$ cat src/sar_pkg.sv
// package: constants and carrier types for the converter control port
`default_nettype none
package sar_pkg;
    localparam int         RES_BITS       = 12;
    localparam int         CLK_PERIOD_NS  = 10;
    localparam int         BIT_TIME_NS    = 130;
    localparam int         BIT_CYCLES     = (BIT_TIME_NS + CLK_PERIOD_NS - 1) / CLK_PERIOD_NS;
    localparam int         ACQ_TIME_NS    = 200;
    localparam int         ACQ_CYCLES     = (ACQ_TIME_NS + CLK_PERIOD_NS - 1) / CLK_PERIOD_NS;
    localparam int         FIFO_DEPTH     = 32;
    localparam logic [3:0] BIT_MSB_INDEX  = 4'hb;
    localparam logic [7:0] BIT_CNT_RESET  = 8'h00;

    typedef enum logic [1:0] {ST_IDLE, ST_CONVERT, ST_LATCH} conv_state_t;

    typedef struct packed {
        logic                chip_select_n;
        logic                conversion_start_n;
        logic                read_n;
    } host_pins_t;

    typedef struct packed {
        logic [RES_BITS-1:0] data_out;
        logic [RES_BITS-1:0] data_oe;
        logic                busy_n;
    } result_pins_t;
endpackage
`default_nettype wire

$ cat src/sar_adc_control_port.sv
// file: converter control port with result fifo
`timescale 1ns/100ps
`default_nettype none

////////////////////////////////////////////////////////////////////////////////
module sar_result_fifo #(
    parameter int WIDTH = 12,
    parameter int DEPTH = 32
) (
    // clock and reset
    input  wire logic             clk,
    input  wire logic             rst,
    // fill side
    input  wire logic             in_valid,
    input  wire logic [WIDTH-1:0] in_data,
    output logic                  in_ready,
    // drain side
    output logic                  out_valid,
    output logic [WIDTH-1:0]      out_data,
    input  wire logic             out_ready
);
    localparam int AW = $clog2(DEPTH);

    typedef struct packed {
        logic [AW-1:0] wr;
        logic [AW-1:0] rd;
        logic [AW:0]   count;
    } fifo_state_t;

    fifo_state_t      st;
    fifo_state_t      next_st;
    logic [WIDTH-1:0] mem [DEPTH];
    logic             push;
    logic             pop;

    assign in_ready  = (st.count != (AW+1)'(DEPTH));
    assign out_valid = (st.count != '0);
    assign push      = in_valid && in_ready;
    assign pop       = out_valid && out_ready;
    assign out_data  = mem[st.rd];

    always_comb begin
        next_st = st;
        if (push) begin
            next_st.wr = st.wr + 1'b1;
        end
        if (pop) begin
            next_st.rd = st.rd + 1'b1;
        end
        next_st.count = st.count + {{AW{1'b0}}, push} - {{AW{1'b0}}, pop};
    end

    always_ff @(posedge clk) begin
        if (rst) begin
            st <= '0;
        end else begin
            st <= next_st;
        end
        if (push) begin
            mem[st.wr] <= in_data;
        end
    end
endmodule

////////////////////////////////////////////////////////////////////////////////
module sar_adc_control_port #(
    parameter int BIT_CYCLES = sar_pkg::BIT_CYCLES
) (
    // clock and reset
    input  wire logic                          clk,
    input  wire logic                          rst,
    // host pins
    input  wire sar_pkg::host_pins_t           host,
    input  wire logic                          power_down_n,
    input  wire logic                          bipolar_mode,
    // analog core: comparator in, dac code and sample enable out
    input  wire logic                          comparator_high,
    output logic [sar_pkg::RES_BITS-1:0]       dac_code,
    output logic                               sample_enable,
    // result pins; out enable high while driving
    output var sar_pkg::result_pins_t          result,
    // result stream toward a downstream buffer
    output logic                               stream_valid,
    output logic [sar_pkg::RES_BITS-1:0]       stream_data,
    input  wire logic                          stream_ready,
    output logic                               stream_overflow
);
    localparam int N = sar_pkg::RES_BITS;

    typedef struct packed {
        sar_pkg::conv_state_t state;
        logic [N-1:0]         approximation_register;
        logic [N-1:0]         result_latch;
        logic [3:0]           bit_index;
        logic [7:0]           phase;
        logic                 overflow;
        logic [2:0]           sync1;
        logic [2:0]           sync2;
        logic                 start_prev;
        logic                 pd1;
        logic                 pd2;
    } ctrl_state_t;

    ctrl_state_t st;
    ctrl_state_t next_st;
    logic        cs_low;
    logic        start_edge;
    logic        fifo_in_ready;
    logic [N-1:0] trial;

    // sync1 fields feed sync2 only
    assign cs_low     = !st.sync2[2];
    assign start_edge = st.start_prev && !st.sync2[1] && cs_low && st.pd2;
    assign trial      = st.approximation_register | (N'(1) << st.bit_index);

    always_comb begin
        next_st            = st;
        next_st.sync1      = {host.chip_select_n, host.conversion_start_n, host.read_n};
        next_st.sync2      = st.sync1;
        next_st.pd1        = power_down_n;
        next_st.pd2        = st.pd1;
        next_st.start_prev = st.sync2[1];
        unique case (st.state)
            sar_pkg::ST_IDLE: begin
                // start edges outside idle are simply not looked at
                if (start_edge) begin
                    next_st.state                  = sar_pkg::ST_CONVERT;
                    next_st.approximation_register = '0;
                    next_st.bit_index              = sar_pkg::BIT_MSB_INDEX;
                    next_st.phase                  = sar_pkg::BIT_CNT_RESET;
                end
            end
            sar_pkg::ST_CONVERT: begin
                if (st.phase == 8'(BIT_CYCLES - 1)) begin
                    next_st.phase = '0;
                    if (!comparator_high) begin
                        next_st.approximation_register = trial;
                    end
                    if (st.bit_index == 4'h0) begin
                        next_st.state = sar_pkg::ST_LATCH;
                    end else begin
                        next_st.bit_index = st.bit_index - 4'h1;
                    end
                end else begin
                    next_st.phase = st.phase + 8'h01;
                end
            end
            sar_pkg::ST_LATCH: begin
                // offset binary to two's complement flips the msb
                next_st.result_latch = st.approximation_register
                                     ^ {bipolar_mode, {(N-1){1'b0}}};
                next_st.state        = sar_pkg::ST_IDLE;
                if (!fifo_in_ready) begin
                    next_st.overflow = 1'b1;
                end
            end
        endcase
    end

    always_ff @(posedge clk) begin
        if (rst) begin
            st       <= '0;
            st.sync1 <= 3'h7;
            st.sync2 <= 3'h7;
            st.start_prev <= 1'b1;
        end else begin
            st <= next_st;
        end
    end

    assign dac_code        = (st.state == sar_pkg::ST_CONVERT) ? trial : '0;
    assign sample_enable   = (st.state == sar_pkg::ST_IDLE);
    assign result.busy_n   = (st.state == sar_pkg::ST_IDLE);
    assign result.data_out = st.result_latch;
    assign result.data_oe  = {N{cs_low && !st.sync2[0]}};
    assign stream_overflow = st.overflow;

    // completed word is pushed as the latch loads; lost if the buffer is full
    sar_result_fifo #(.WIDTH(N), .DEPTH(sar_pkg::FIFO_DEPTH)) u_fifo (
        .clk       (clk),
        .rst       (rst),
        .in_valid  (st.state == sar_pkg::ST_LATCH),
        .in_data   (st.approximation_register ^ {bipolar_mode, {(N-1){1'b0}}}),
        .in_ready  (fifo_in_ready),
        .out_valid (stream_valid),
        .out_data  (stream_data),
        .out_ready (stream_ready)
    );

    ////////////////////////////////////////////////////////////////////////////
    busy_during_a: assert property (@(posedge clk) disable iff (rst)
        start_edge && st.state == sar_pkg::ST_IDLE |=> !result.busy_n [*8])
        else $error("busy rose too early");
    sar_clear_a: assert property (@(posedge clk) disable iff (rst)
        start_edge && st.state == sar_pkg::ST_IDLE |=> st.approximation_register == '0)
        else $error("approximation register not cleared");
    no_restart_a: assert property (@(posedge clk) disable iff (rst)
        st.state == sar_pkg::ST_CONVERT && st.phase != 8'(BIT_CYCLES - 1)
        |=> st.state == sar_pkg::ST_CONVERT)
        else $error("conversion restarted or cut");
    msb_first_a: assert property (@(posedge clk) disable iff (rst)
        $rose(st.state == sar_pkg::ST_CONVERT) |-> st.bit_index == 4'hb)
        else $error("first decision not msb");
    latch_copy_a: assert property (@(posedge clk) disable iff (rst)
        st.state == sar_pkg::ST_LATCH |=> result.data_out ==
        ($past(st.approximation_register) ^ {$past(bipolar_mode), {(N-1){1'b0}}}))
        else $error("latch not loaded");
    drive_gate_a: assert property (@(posedge clk) disable iff (rst)
        result.data_oe == {N{$past(!host.chip_select_n && !host.read_n, 2)}})
        else $error("outputs driven without read");
    cs_ignore_a: assert property (@(posedge clk) disable iff (rst)
        $past(host.chip_select_n, 2) && st.state == sar_pkg::ST_IDLE
        |=> st.state == sar_pkg::ST_IDLE)
        else $error("start taken with chip select high");
    all_bits_a: assert property (@(posedge clk) disable iff (rst)
        $rose(result.busy_n) |-> $past(st.state) == sar_pkg::ST_LATCH)
        else $error("busy rose before all decisions");
    start_take_a: assert property (@(posedge clk) disable iff (rst)
        start_edge && st.state == sar_pkg::ST_IDLE |=> st.state == sar_pkg::ST_CONVERT)
        else $error("start edge not taken");

    conv_done_c: cover property (@(posedge clk) disable iff (rst) $rose(result.busy_n));
    read_c: cover property (@(posedge clk) disable iff (rst) result.data_oe != '0);
    overflow_c: cover property (@(posedge clk) disable iff (rst) $rose(stream_overflow));
endmodule

`default_nettype wire

$ cat config.mk
export PLATFORM = sky130hd
export DESIGN_NAME = sar_adc_control_port
export DESIGN_NICKNAME = d
export VERILOG_FILES = /design/src/sar_pkg.sv /design/src/sar_adc_control_port.sv
export SDC_FILE = /design/constraint.sdc
export NUM_CORES = 1
export LEC_CHECK = 0
export ABC_AREA = 1
export BUFFER_PORTS_ARGS = -buffer_cell sky130_fd_sc_hd__buf_2
export CORE_MARGIN = 2
export CORE_UTILIZATION = 40
export DETAILED_ROUTE_END_ITERATION = 10
export PLACE_DENSITY_LB_ADDON = 0.15
export RECOVER_POWER = 25
export SLEW_MARGIN = 20
export SYNTH_ARGS = -nofsm -noshare
export SYNTH_HDL_FRONTEND = slang
export SYNTH_HIERARCHICAL = 1
export SYNTH_SLANG_ARGS = --single-unit
$ cat constraint.sdc
create_clock -name clk -period 5.9 [get_ports clk]
set_clock_uncertainty 0.05 [all_clocks]
set_input_delay 0.59 -clock clk [delete_from_list [all_inputs] [get_ports clk]]
set_output_delay 0.59 -clock clk [all_outputs]
set_load 0.01 [all_outputs]
==> out/summary.txt, run 1 <==
result of the run - complete, but fails checks
violated checks - max-capacitance violations, max-slew violations
GRT Residual Overflow - 0
Core Area - 47550 um^2
area added between synthesis and finish - 11.27%
number of buffers created by CTS - 48
data required time of the critical path - 5260 ps
YS warnings - 6
Power Internal - 0.005970 W
critical-path maximum fanout - 66
Critical Path End Type - primary output
multi-input combinational cell area - 5295 um^2
GR Util met2 - 33.25%
number of antenna violations at the first check in global routing - 0
final count of hold timing violations - 0
clock net sink count - 453
post-synthesis instance area - 19220 um^2
maximum VDD drop - 0.2501 mV
via/cell ratio - 5.162
largest cells by area after synthesis - edfxtp_1 (60%), nand2_1 (13%), nand3_1 (8.3%), dfxtp_1 (7.2%), buf_4 (2.4%)
proportion of synthesized chip area in sequential cells - 67.17%
clock tree from TritonCTS - yes
Total Routing Usage GR - 20.14%
setup TNS after final layout - 0 ps
syn nets - 1869
maximum operating frequency - 0.2349 GHz
first-pass GRT wire length - 76.17 mm
HPWL after detailed placement - 28.21 mm
maximum number of pins on one net before global-route repair - 192
Most used DFF post-synth - edfxtp_1
CTS Root Cell - clkbuf_16
share of the core filled with cells - 44.99%
width of the die - 223.2 um
# placed instances - 2413
flop and latch count out of synthesis - 453
cell with the most instances after synthesis - nand2_1
total leakage power - 8.417 nW
number of global-route vias before repair - 12554
Min-Delay Path Class - primary input to flip-flop
top cell type by total area after synthesis - edfxtp_1
mean cell area of the mapped netlist - 10.48 um^2
floorplan die area - 49830 um^2
number of placed I/O pins - 61
ratio of cells with drive above 1 in the final layout - 9.958%
clock latency on the worst-skew pair - 590 ps
RSZ-0062 raised after global routing - false
Distinct cells, synth - 32
maxcap violations - 9
Max H-tree Level - 2
final antenna-violating net count - 0
count of vias placed by the detailed router - 12925
final instance area - 21390 um^2
average routed wire per standard cell - 19.85 um
P per Cell Area - 405.2 nW/um^2
critical path class - flip-flop to primary output
post_cts resized - 0
worst path arrival time - 3620 ps
Cell Area, Placed - 19860 um^2
crit path time final - 4258 ps
proportion of register bits with asynchronous set or reset after synthesis - 0%
worst slew margin relative to its limit - -28.01%
power share of the combinational group - 21.9%
cell types with the highest counts after synthesis - nand2_1 (644), edfxtp_1 (384), nand3_1 (318)
1st-iter DRT viols - 1003
Final Non-Filler Cells - 2504
routability congestion estimate from global placement - 0.7883
fraction of power spent switching nets - 31.11%
slew at the pin closest to its max-slew limit - 1920 ps
number of buffers added for setup after CTS - 0
Hold Buf Count CTS - 0
maximum count of clock buffers along a single path - 3
Filler cells - 4475
most heavily used metal layer in global routing - met2
number of buffers added on ports - 60
aggregate routed wire length - 49.69 mm
height of the die - 223.2 um
top-area cell type share of the netlist area - 59.98%
final net count - 1882
count of pins over their slew limit - 302
Setup crit start kind - flip-flop
initial core utilization - 40.43%
met1 Use GR - 27.67%
site row count - 80
number of enable-type register cells in the synthesized netlist - 384
sequential cell area in the final layout - 12920 um^2
share of power burned in registers - 43.8%
Setup violations, final - 0
number of remaining DRC errors - 0
cell count after synthesis - 1835
net load switching power - 0.002696 W
final worst path period share - 72.16%
GRT met3 Usage - 3.240%
Clock Power Share - 34.4%
first-pass detailed-route iteration total - 5
CTS clk-pin slew, worst paths - 60 ps
flip-flops by register name, summed over array words and instances (netlist names), named ones only:
register / flops
st: 30
next_st: 5
stream_overflow: 1
result: 12
u_fifo/mem: 384
u_fifo/st: 16
cell families (layout without fill, tap and decap cells):
group / count (synthesis) / count (layout) / share of synthesized area, %
XOR/XNOR: 6 / 6 / 0.2734
other: 0 / 1 / 0
buffers and inverters: 211 / 264 / 5.663
AND/OR/NAND/NOR: 1081 / 1081 / 23.56
AO/OA/AOI/OAI: 59 / 59 / 1.666
adder cells (fa/ha/maj): 25 / 25 / 1.666
flip-flops: 453 / 453 / 67.17
power groups by stage:
stage	combinational, W	sequential [W]	clock, W
after detailed placement	0.00192	0.00385	0
after CTS	0.00193	0.00379	0.00305
after global placement	0.00191	0.00385	0
after global routing	0.00214	0.00381	0.00319
after floorplan	0.00133	0.00385	0
final	0.00190	0.00379	0.00298
critical path: stages, from the launching register on:
cell and delay (ps):
dfxtp_4 730, clkinv_2 620, buf_4 590, nand3_1 200, nand3_1 110, nand2_1 140, nand2_1 80, nand2_1 110
nand2_1 80, nand2_1 160, buf_2 160
stage by stage:
| step | total power (W) | hold slack [ps] | worst slack, ps |
|---|---|---|---|
| detailed placement | 0.005777 | 346.3 | 2145 |
| finish | 0.008666 | 142.1 | 1642 |
| CTS | 0.008765 | 107.7 | 1535 |
| floorplan | 0.005177 | 338.3 | 3304 |
| global route | 0.009137 | 115.9 | 1409 |
| global placement | 0.005756 | 341.5 | 2141 |
layout by cell type, fill, tap and decap left out, drive strengths merged:
cell and n:
nor2 94, nor3b 1, nand3 320, diode 1, ha 24, nand4 8, xor2 4, clkinv 14
xnor2 2, nor3 4, clkinvlp 1, o21bai 1, inv 80, buf 83, a21o 1, nand2 646
bufinv 2, a31oi 1, dfxtp 69, fa 1, o21a 1, or2 7, clkbuf 84, a21oi 32
edfxtp 384, and3 1, o21ai 21, o31ai 2
final timing paths:
kind                            slack, ps                   from  depth (start not counted)                           to
worst min register to register        350  next_st[0]$_SDFF_PP0_                          2             st[0]$_SDFF_PP0_
worst min-delay path                  140                host[2]                          2        next_st[5]$_SDFF_PP1_
worst max-delay path                 1640              flip-flop                         10               stream_data[4]
worst max register to register       2420    st[46]$_SDFFE_PP0P_                          7  u_fifo/mem[29][8]$_DFFE_PP_
routing by layer:
| layer | vias to the layer above | wire [um] |
|---|---|---|
| li1 | 6188 | - |
| met2 | 328 | 23780 |
| met5 | - | 0 |
| met3 | 77 | 2485 |
| met1 | 6332 | 22280 |
| met4 | 0 | 1148 |
area by class of cell:
| cell class | instances | area share [%] |
|---|---|---|
| clock inverters | 16 | 0.6610 |
| multi-input cells | 1171 | 24.76 |
| repair buffers | 93 | 2.457 |
| clock buffers | 74 | 6.645 |
| inverters | 81 | 1.462 |
| flip-flops and latches | 453 | 60.41 |
| well taps | 615 | 3.598 |
| diodes | 1 | 0.01170 |
Power figures use the tool's default switching activity.
==> inputs of run 2 (changes only) <==
Clock period 5.9 ns to 3.5 ns, I/O delays scaled along.
==> run 2 against run 1 <==
Net effect: the flow still finishes with violations (max-capacitance violations, max-slew violations); clock-buffer cell count is 15 lower; utilization is 0.68 points higher; die area stayed put; design area is 1.5% higher; critical path type unchanged.
==> out/summary.txt, run 2 (synthesis results as in run 1) <==
clock tree from TritonCTS - yes
max reg flops - 384 (unchanged)
Cell Area, Placed - 20090 um^2 (+1.2%)
count of vias placed by the detailed router - 12869 (-0.43%)
number of global-route vias before repair - 12340 (-1.7%)
height of the die - 223.2 um (unchanged)
power share of the combinational group - 22.8% (+0.9 points)
maxcap violations - 2 (-7)
area added between synthesis and finish - 12.95%
most heavily used metal layer in global routing - met2
width of the die - 223.2 um (unchanged)
sequential cell area in the final layout - 12920 um^2 (unchanged)
GRT Residual Overflow - 0 (unchanged)
number of remaining DRC errors - 0 (unchanged)
highest-count cells in the layout ignoring fill and taps - nand2_1 (644), edfxtp_1 (384), nand3_1 (318)
maximum VDD drop - 0.5241 mV (+110%)
aggregate routed wire length - 49.22 mm (-0.96%)
routability congestion estimate from global placement - 0.7790 (-1.2%)
first-pass GRT wire length - 75.45 mm (-0.94%)
CTS Root Cell - clkbuf_16
longest individual stage delay on the worst path - 420 ps (-310 ps)
number of placed I/O pins - 61 (unchanged)
data required time of the critical path - 3100 ps (-2160 ps)
worst slew margin relative to its limit - -21.89% (+6.1 points)
net load switching power - 0.004559 W (+69%)
worst path arrival time - 2710 ps (-910 ps)
CTS clk-pin slew, worst paths - 60 ps (about the same)
Min-Delay Path Class - primary input to flip-flop
total leakage power - 8.636 nW (+2.6%)
P per Cell Area - 677.4 nW/um^2 (+67%)
count of pins over their slew limit - 66 (-78%)
final count of hold timing violations - 0 (unchanged)
HPWL after detailed placement - 28.44 mm (+0.79%)
violated checks - max-capacitance violations, max-slew violations
slew at the pin closest to its max-slew limit - 1828 ps (-91.71 ps)
critical-path maximum fanout - 27 (-59%)
crit path time final - 3113 ps
GR Util met2 - 32.71% (-0.53 points)
r2r worst-path depth - 13 (+6)
clock net sink count - 453 (unchanged)
GRT met3 Usage - 3.148% (-0.092 points)
clock latency on the worst-skew pair - 600 ps (about the same)
floorplan die area - 49830 um^2 (unchanged)
Core Area - 47550 um^2 (unchanged)
final net count - 1916 (+1.8%)
CP cell instances - clkinv_2 > buf_4 > nand3_1 > nand3_1 > nand2_1 > nand2_1 > nand2_1 > nand2_1 > nand2_1 > buf_2
result of the run - complete, but fails checks
number of antenna violations at the first check in global routing - 1 (+1)
number of buffers added on ports - 60 (unchanged)
maximum operating frequency - 0.3212 GHz
site row count - 80 (unchanged)
largest registers - u_fifo/mem x384, st x30, u_fifo/st x16
final worst path period share - 88.95%
ratio of cells with drive above 1 in the final layout - 10.83% (+0.88 points)
met1 Use GR - 28.00% (+0.33 points)
Max H-tree Level - 2 (unchanged)
maximum count of clock buffers along a single path - 3 (unchanged)
slowest cell on the critical path - buf_4
setup TNS after final layout - 0 ps (unchanged)
Hold Crit Depth - 4 (+2)
Total Routing Usage GR - 19.98% (-0.16 points)
initial core utilization - 40.43% (unchanged)
via/cell ratio - 5.077 (-1.7%)
Setup violations, final - 0 (unchanged)
maximum number of pins on one net before global-route repair - 97 (-49%)
number of buffers created by CTS - 48 (unchanged)
Power Internal - 0.01015 W (+70%)
most frequent CP cell - nand2_1
fraction of power spent switching nets - 31.00% (-0.12 points)
Clock Power Share - 34.3% (about the same)
share of power burned in registers - 42.9% (-0.9 points)
Setup crit start kind - flip-flop
Hold Slack - 119.6 ps (-22.47 ps)
final instance area - 21710 um^2 (+1.5%)
register bank with the most flops - u_fifo/mem
critical path class - flip-flop to primary output
number of antenna repair diodes - 0 (-1)
multi-input combinational cell area - 5251 um^2 (-0.83%)
Filler cells - 4400 (-1.7%)
first-pass detailed-route iteration total - 7 (+2)
post_cts resized - 0 (unchanged)
Critical Path End Type - primary output
average routed wire per standard cell - 19.41 um (-2.2%)
most common cell after layout, fill and taps aside - nand2_1
1st-iter DRT viols - 1014 (+1.1%)
RSZ-0062 raised after global routing - false
final antenna-violating net count - 0 (unchanged)
-- run 2: cell types whose count changed in the layout (fill, tap and decap cells not counted), sizes merged --
| cell | previous run | this run |
|---|---|---|
| diode | 1 | 0 |
| clkinv | 14 | 26 |
| bufinv | 2 | 5 |
| clkbuf | 84 | 61 |
| dlygate4sd3 | 0 | 4 |
| clkinvlp | 1 | 0 |
| inv | 80 | 79 |
| buf | 83 | 121 |
-- run 2: power by group through the flow --
stage / Clock [W] / Combinational [W] / Sequential, W
floorplan: 0 / 0.00223 / 0.00649
global placement: 0 / 0.00332 / 0.00642
detailed placement: 0 / 0.00335 / 0.00643
CTS: 0.00515 / 0.00336 / 0.00631
global route: 0.00539 / 0.00377 / 0.00633
finish: 0.00504 / 0.00335 / 0.00632
-- run 2: metal layers --
metal | vias up | routed length (um)
li1 | 6260 | -
met1 | 6253 | 22630
met2 | 294 | 23300
met3 | 62 | 2372
met4 | 0 | 908
met5 | - | 0
-- run 2: critical path: cells and delay by family (launching register included) --
family,cells,cell delay (ps)
AND/OR/NAND/NOR,7,820
buffers and inverters,3,930
flip-flops,1,360
-- run 2: final cells by class --
| cell class | count | share of cell area, % |
|---|---|---|
| multi-input combinational | 1171 | 24.19 |
| tap | 615 | 3.544 |
| sequential | 453 | 59.51 |
| clock inverter | 29 | 1.320 |
| inverter | 81 | 1.429 |
| timing repair buffer | 127 | 4.149 |
| clock buffer | 59 | 5.861 |
-- run 2: final timing paths --
check / startpoint / endpoint / slack [ps]
worst max-delay path: flip-flop / stream_data[11] / 390
worst min-delay path: stream_ready / flip-flop / 120
worst max register to register: u_fifo/st[2]$_SDFF_PP0_ / u_fifo/st[4]$_SDFF_PP0_ / 690
worst min register to register: next_st[0]$_SDFF_PP0_ / st[0]$_SDFF_PP0_ / 350
-- run 2: repair_timing --
item / 4_1_cts / 5_1_grt
setup buffers: 0 / 0
hold endpoints to repair: 4 / 0
setup endpoints to repair: 0 / 0
hold buffers: 4 / 0
-- run 2: per-stage QoR --
stage,util [%],instances,worst slack (ps),total power (W)
after floorplan,-,1835,903.5,0.008726
after global placement,42.26,2442,764.8,0.009741
after detailed placement,42.26,2442,701.2,0.009773
after CTS,45.62,2534,327.6,0.01482
after global routing,45.67,2535,200.8,0.01549
final,45.67,2535,386.9,0.01471
==> inputs of run 3 (changes only) <==
Settings changed: PLACE_DENSITY set to 0.68, PLACE_DENSITY_LB_ADDON 0.15 to unset, SETUP_SLACK_MARGIN set to 0.3.
==> run 3 against run 2 <==
Net effect: the run still ends with max-capacitance violations, max-slew violations left; first-iteration DRC count up 25%; sequential power rose by 0.6%; global-route usage decreased by 2.4 points; final cell count down 0.43%; non-clock buffer count shrank 5; via count rose by 1.4%; clock-buffer cell count increased by 5.
==> out/summary.txt, run 3 (synthesis results as in run 1) <==
result of the run - complete, but fails checks
violated checks - max-capacitance violations, max-slew violations
final net count - 1909 (-0.37%)
worst-case setup margin in the final layout - 417.1 ps (+30.26 ps)
register bank with the most flops - u_fifo/mem
Setup violations, final - 0 (unchanged)
DR WL met2 - 21.25 mm (-8.8%)
Setup crit start kind - flip-flop
clock net sink count - 453 (unchanged)
first-pass GRT wire length - 68.64 mm (-9.0%)
count of vias placed by the detailed router - 13054 (+1.4%)
final antenna-violating net count - 0 (unchanged)
number of global-route vias before repair - 12485 (+1.2%)
Total Routing Usage GR - 17.61% (-2.4 points)
max reg flops - 384 (unchanged)
number of remaining DRC errors - 0 (unchanged)
crit path buf inv count - 4 (+1)
first-pass detailed-route iteration total - 5 (-2)
maximum operating frequency - 0.3244 GHz (+0.98%)
floorplan die area - 49830 um^2 (unchanged)
count of pins over their slew limit - 68 (+3.0%)
maximum number of pins on one net before global-route repair - 193 (+99%)
number of buffers created by CTS - 46 (-4.2%)
final worst path period share - 88.08% (-0.86 points)
# placed instances - 2436 (-0.25%)
top layer reached by signal wires - met4
largest registers - u_fifo/mem x384, st x30, u_fifo/st x16
total leakage power - 8.517 nW (-1.4%)
ratio of cells with drive above 1 in the final layout - 10.12% (-0.71 points)
worst r2r src - u_fifo/st[2]$_SDFF_PP0_
via/cell ratio - 5.172 (+1.9%)
number of placed I/O pins - 61 (unchanged)
length of routed met3 wiring - 3.372 mm (+42%)
highest-count cells in the layout ignoring fill and taps - nand2_1 (644), edfxtp_1 (384), nand3_1 (318)
RSZ-0062 raised after global routing - false
worst path arrival time - 2680 ps (-30 ps)
worst slew margin relative to its limit - -10.58% (+11 points)
dominant delay contributor by cell family on the critical path - buffers and inverters
final count of hold timing violations - 0 (unchanged)
number of buffers added on ports - 60 (unchanged)
critical-path maximum fanout - 33 (+22%)
slowest cell on the critical path - clkbuf_1
longest individual stage delay on the worst path - 1180 ps (+760 ps)
data required time of the critical path - 3100 ps (about the same)
met1 wire length - 19.28 mm (-15%)
aggregate routed wire length - 45.05 mm (-8.5%)
CTS clk-pin slew, worst paths - 60 ps (about the same)
average routed wire per standard cell - 17.85 um (-8.1%)
Min-Delay Path Class - primary input to flip-flop
clock latency on the worst-skew pair - 560 ps (-40 ps)
height of the die - 223.2 um (unchanged)
site row count - 80 (unchanged)
initial core utilization - 40.43% (unchanged)
routability congestion estimate from global placement - 0.8624 (+11%)
GRT Residual Overflow - 0 (unchanged)
Placement Setup Slack - 715.3 ps (+14.10 ps)
area added between synthesis and finish - 11.67%
worst min-delay path startpoint - stream_ready
HPWL after detailed placement - 25.45 mm (-10%)
CTS Root Cell - clkbuf_16
maximum VDD drop - 0.6064 mV (+16%)
clock tree from TritonCTS - yes
number of antenna violations at the first check in global routing - 1 (unchanged)
critical path class - flip-flop to primary output
Critical Path Source - st[35]$_SDFFE_PP0P_
P per Cell Area - 654.6 nW/um^2 (-3.4%)
Max H-tree Level - 2 (unchanged)
slew at the pin closest to its max-slew limit - 1659 ps (-169.7 ps)
width of the die - 223.2 um (unchanged)
most common cell after layout, fill and taps aside - nand2_1
Final Non-Filler Cells - 2524 (-0.43%)
setup TNS after final layout - 0 ps (unchanged)
total chip power - 0.01405 W (-4.5%)
maxcap violations - 2 (unchanged)
CP cell instances - clkbuf_1 > inv_1 > nand2_1 > nand2_1 > inv_1 > buf_2
Critical Path End Type - primary output
crit path time final - 3083 ps (-30.26 ps)
Core Area - 47550 um^2 (unchanged)
1st-iter DRT viols - 1268 (+25%)
maximum count of clock buffers along a single path - 3 (unchanged)
-- run 3: report_power, final --
part	total, W	switching, W	internal [W]
Combinational	0.00322	0.00226	0.000967
Sequential	0.00636	0.000144	0.00622
Clock	0.00447	0.00195	0.00252
Total	0.0141	0.00435	0.00970
-- run 3: final timing paths --
| path | endpoint | slack, ps | cells after the start |
|---|---|---|---|
| hold reg to reg | st[0]$_SDFF_PP0_ | 350 | 2 |
| hold / removal | u_fifo/st[9]$_SDFFE_PP0N_ | 140 | 4 |
| setup reg to reg | u_fifo/st[4]$_SDFF_PP0_ | 660 | 13 |
| setup / recovery | dac_code[1] | 420 | 6 |
-- run 3: timing repair --
action	CTS	global route
hold endpoints to repair	4	0
setup endpoints to repair	0	9
resized for setup	0	3
hold buffers	4	0
buffers inserted	0	0
-- run 3: cell type report --
class	count	area (um^2)
Antenna cell	2	5.005
Clock buffer	64	1270
Clock inverter	16	76.32
Fill cell	4266	26080
Inverter	81	309.0
Multi-Input combinational cell	1171	5235
Sequential cell	453	12920
Tap cell	615	769.5
Timing Repair Buffer	122	880.8
-- run 3: worst register-to-register path, cell delays in order (launching register included) --
cell,delay (ps)
dfxtp_1,320
inv_1,80
ha_1,170
nand4_1,120
nand2_1,140
clkinv_1,220
ha_1,340
inv_1,60
ha_1,190
inv_1,70
fa_1,440
o31ai_1,320
o21ai_0,120
a21oi_1,140
-- run 3: metal layers --
layer,vias to the layer above,track usage (%)
li1,6243,-
met4,0,5.239
met3,80,3.174
met2,489,29.28
met1,6242,23.63
met5,-,0
-- run 3: per-stage QoR --
step	hold WS (ps)	util (%)	cell area [um^2]
floorplan	338.3	-	19220
global placement	341.2	42.10	20020
detailed placement	346.9	42.10	20020
CTS	118.8	45.01	21400
global route	204.7	45.14	21460
finish	138.9	45.15	21470
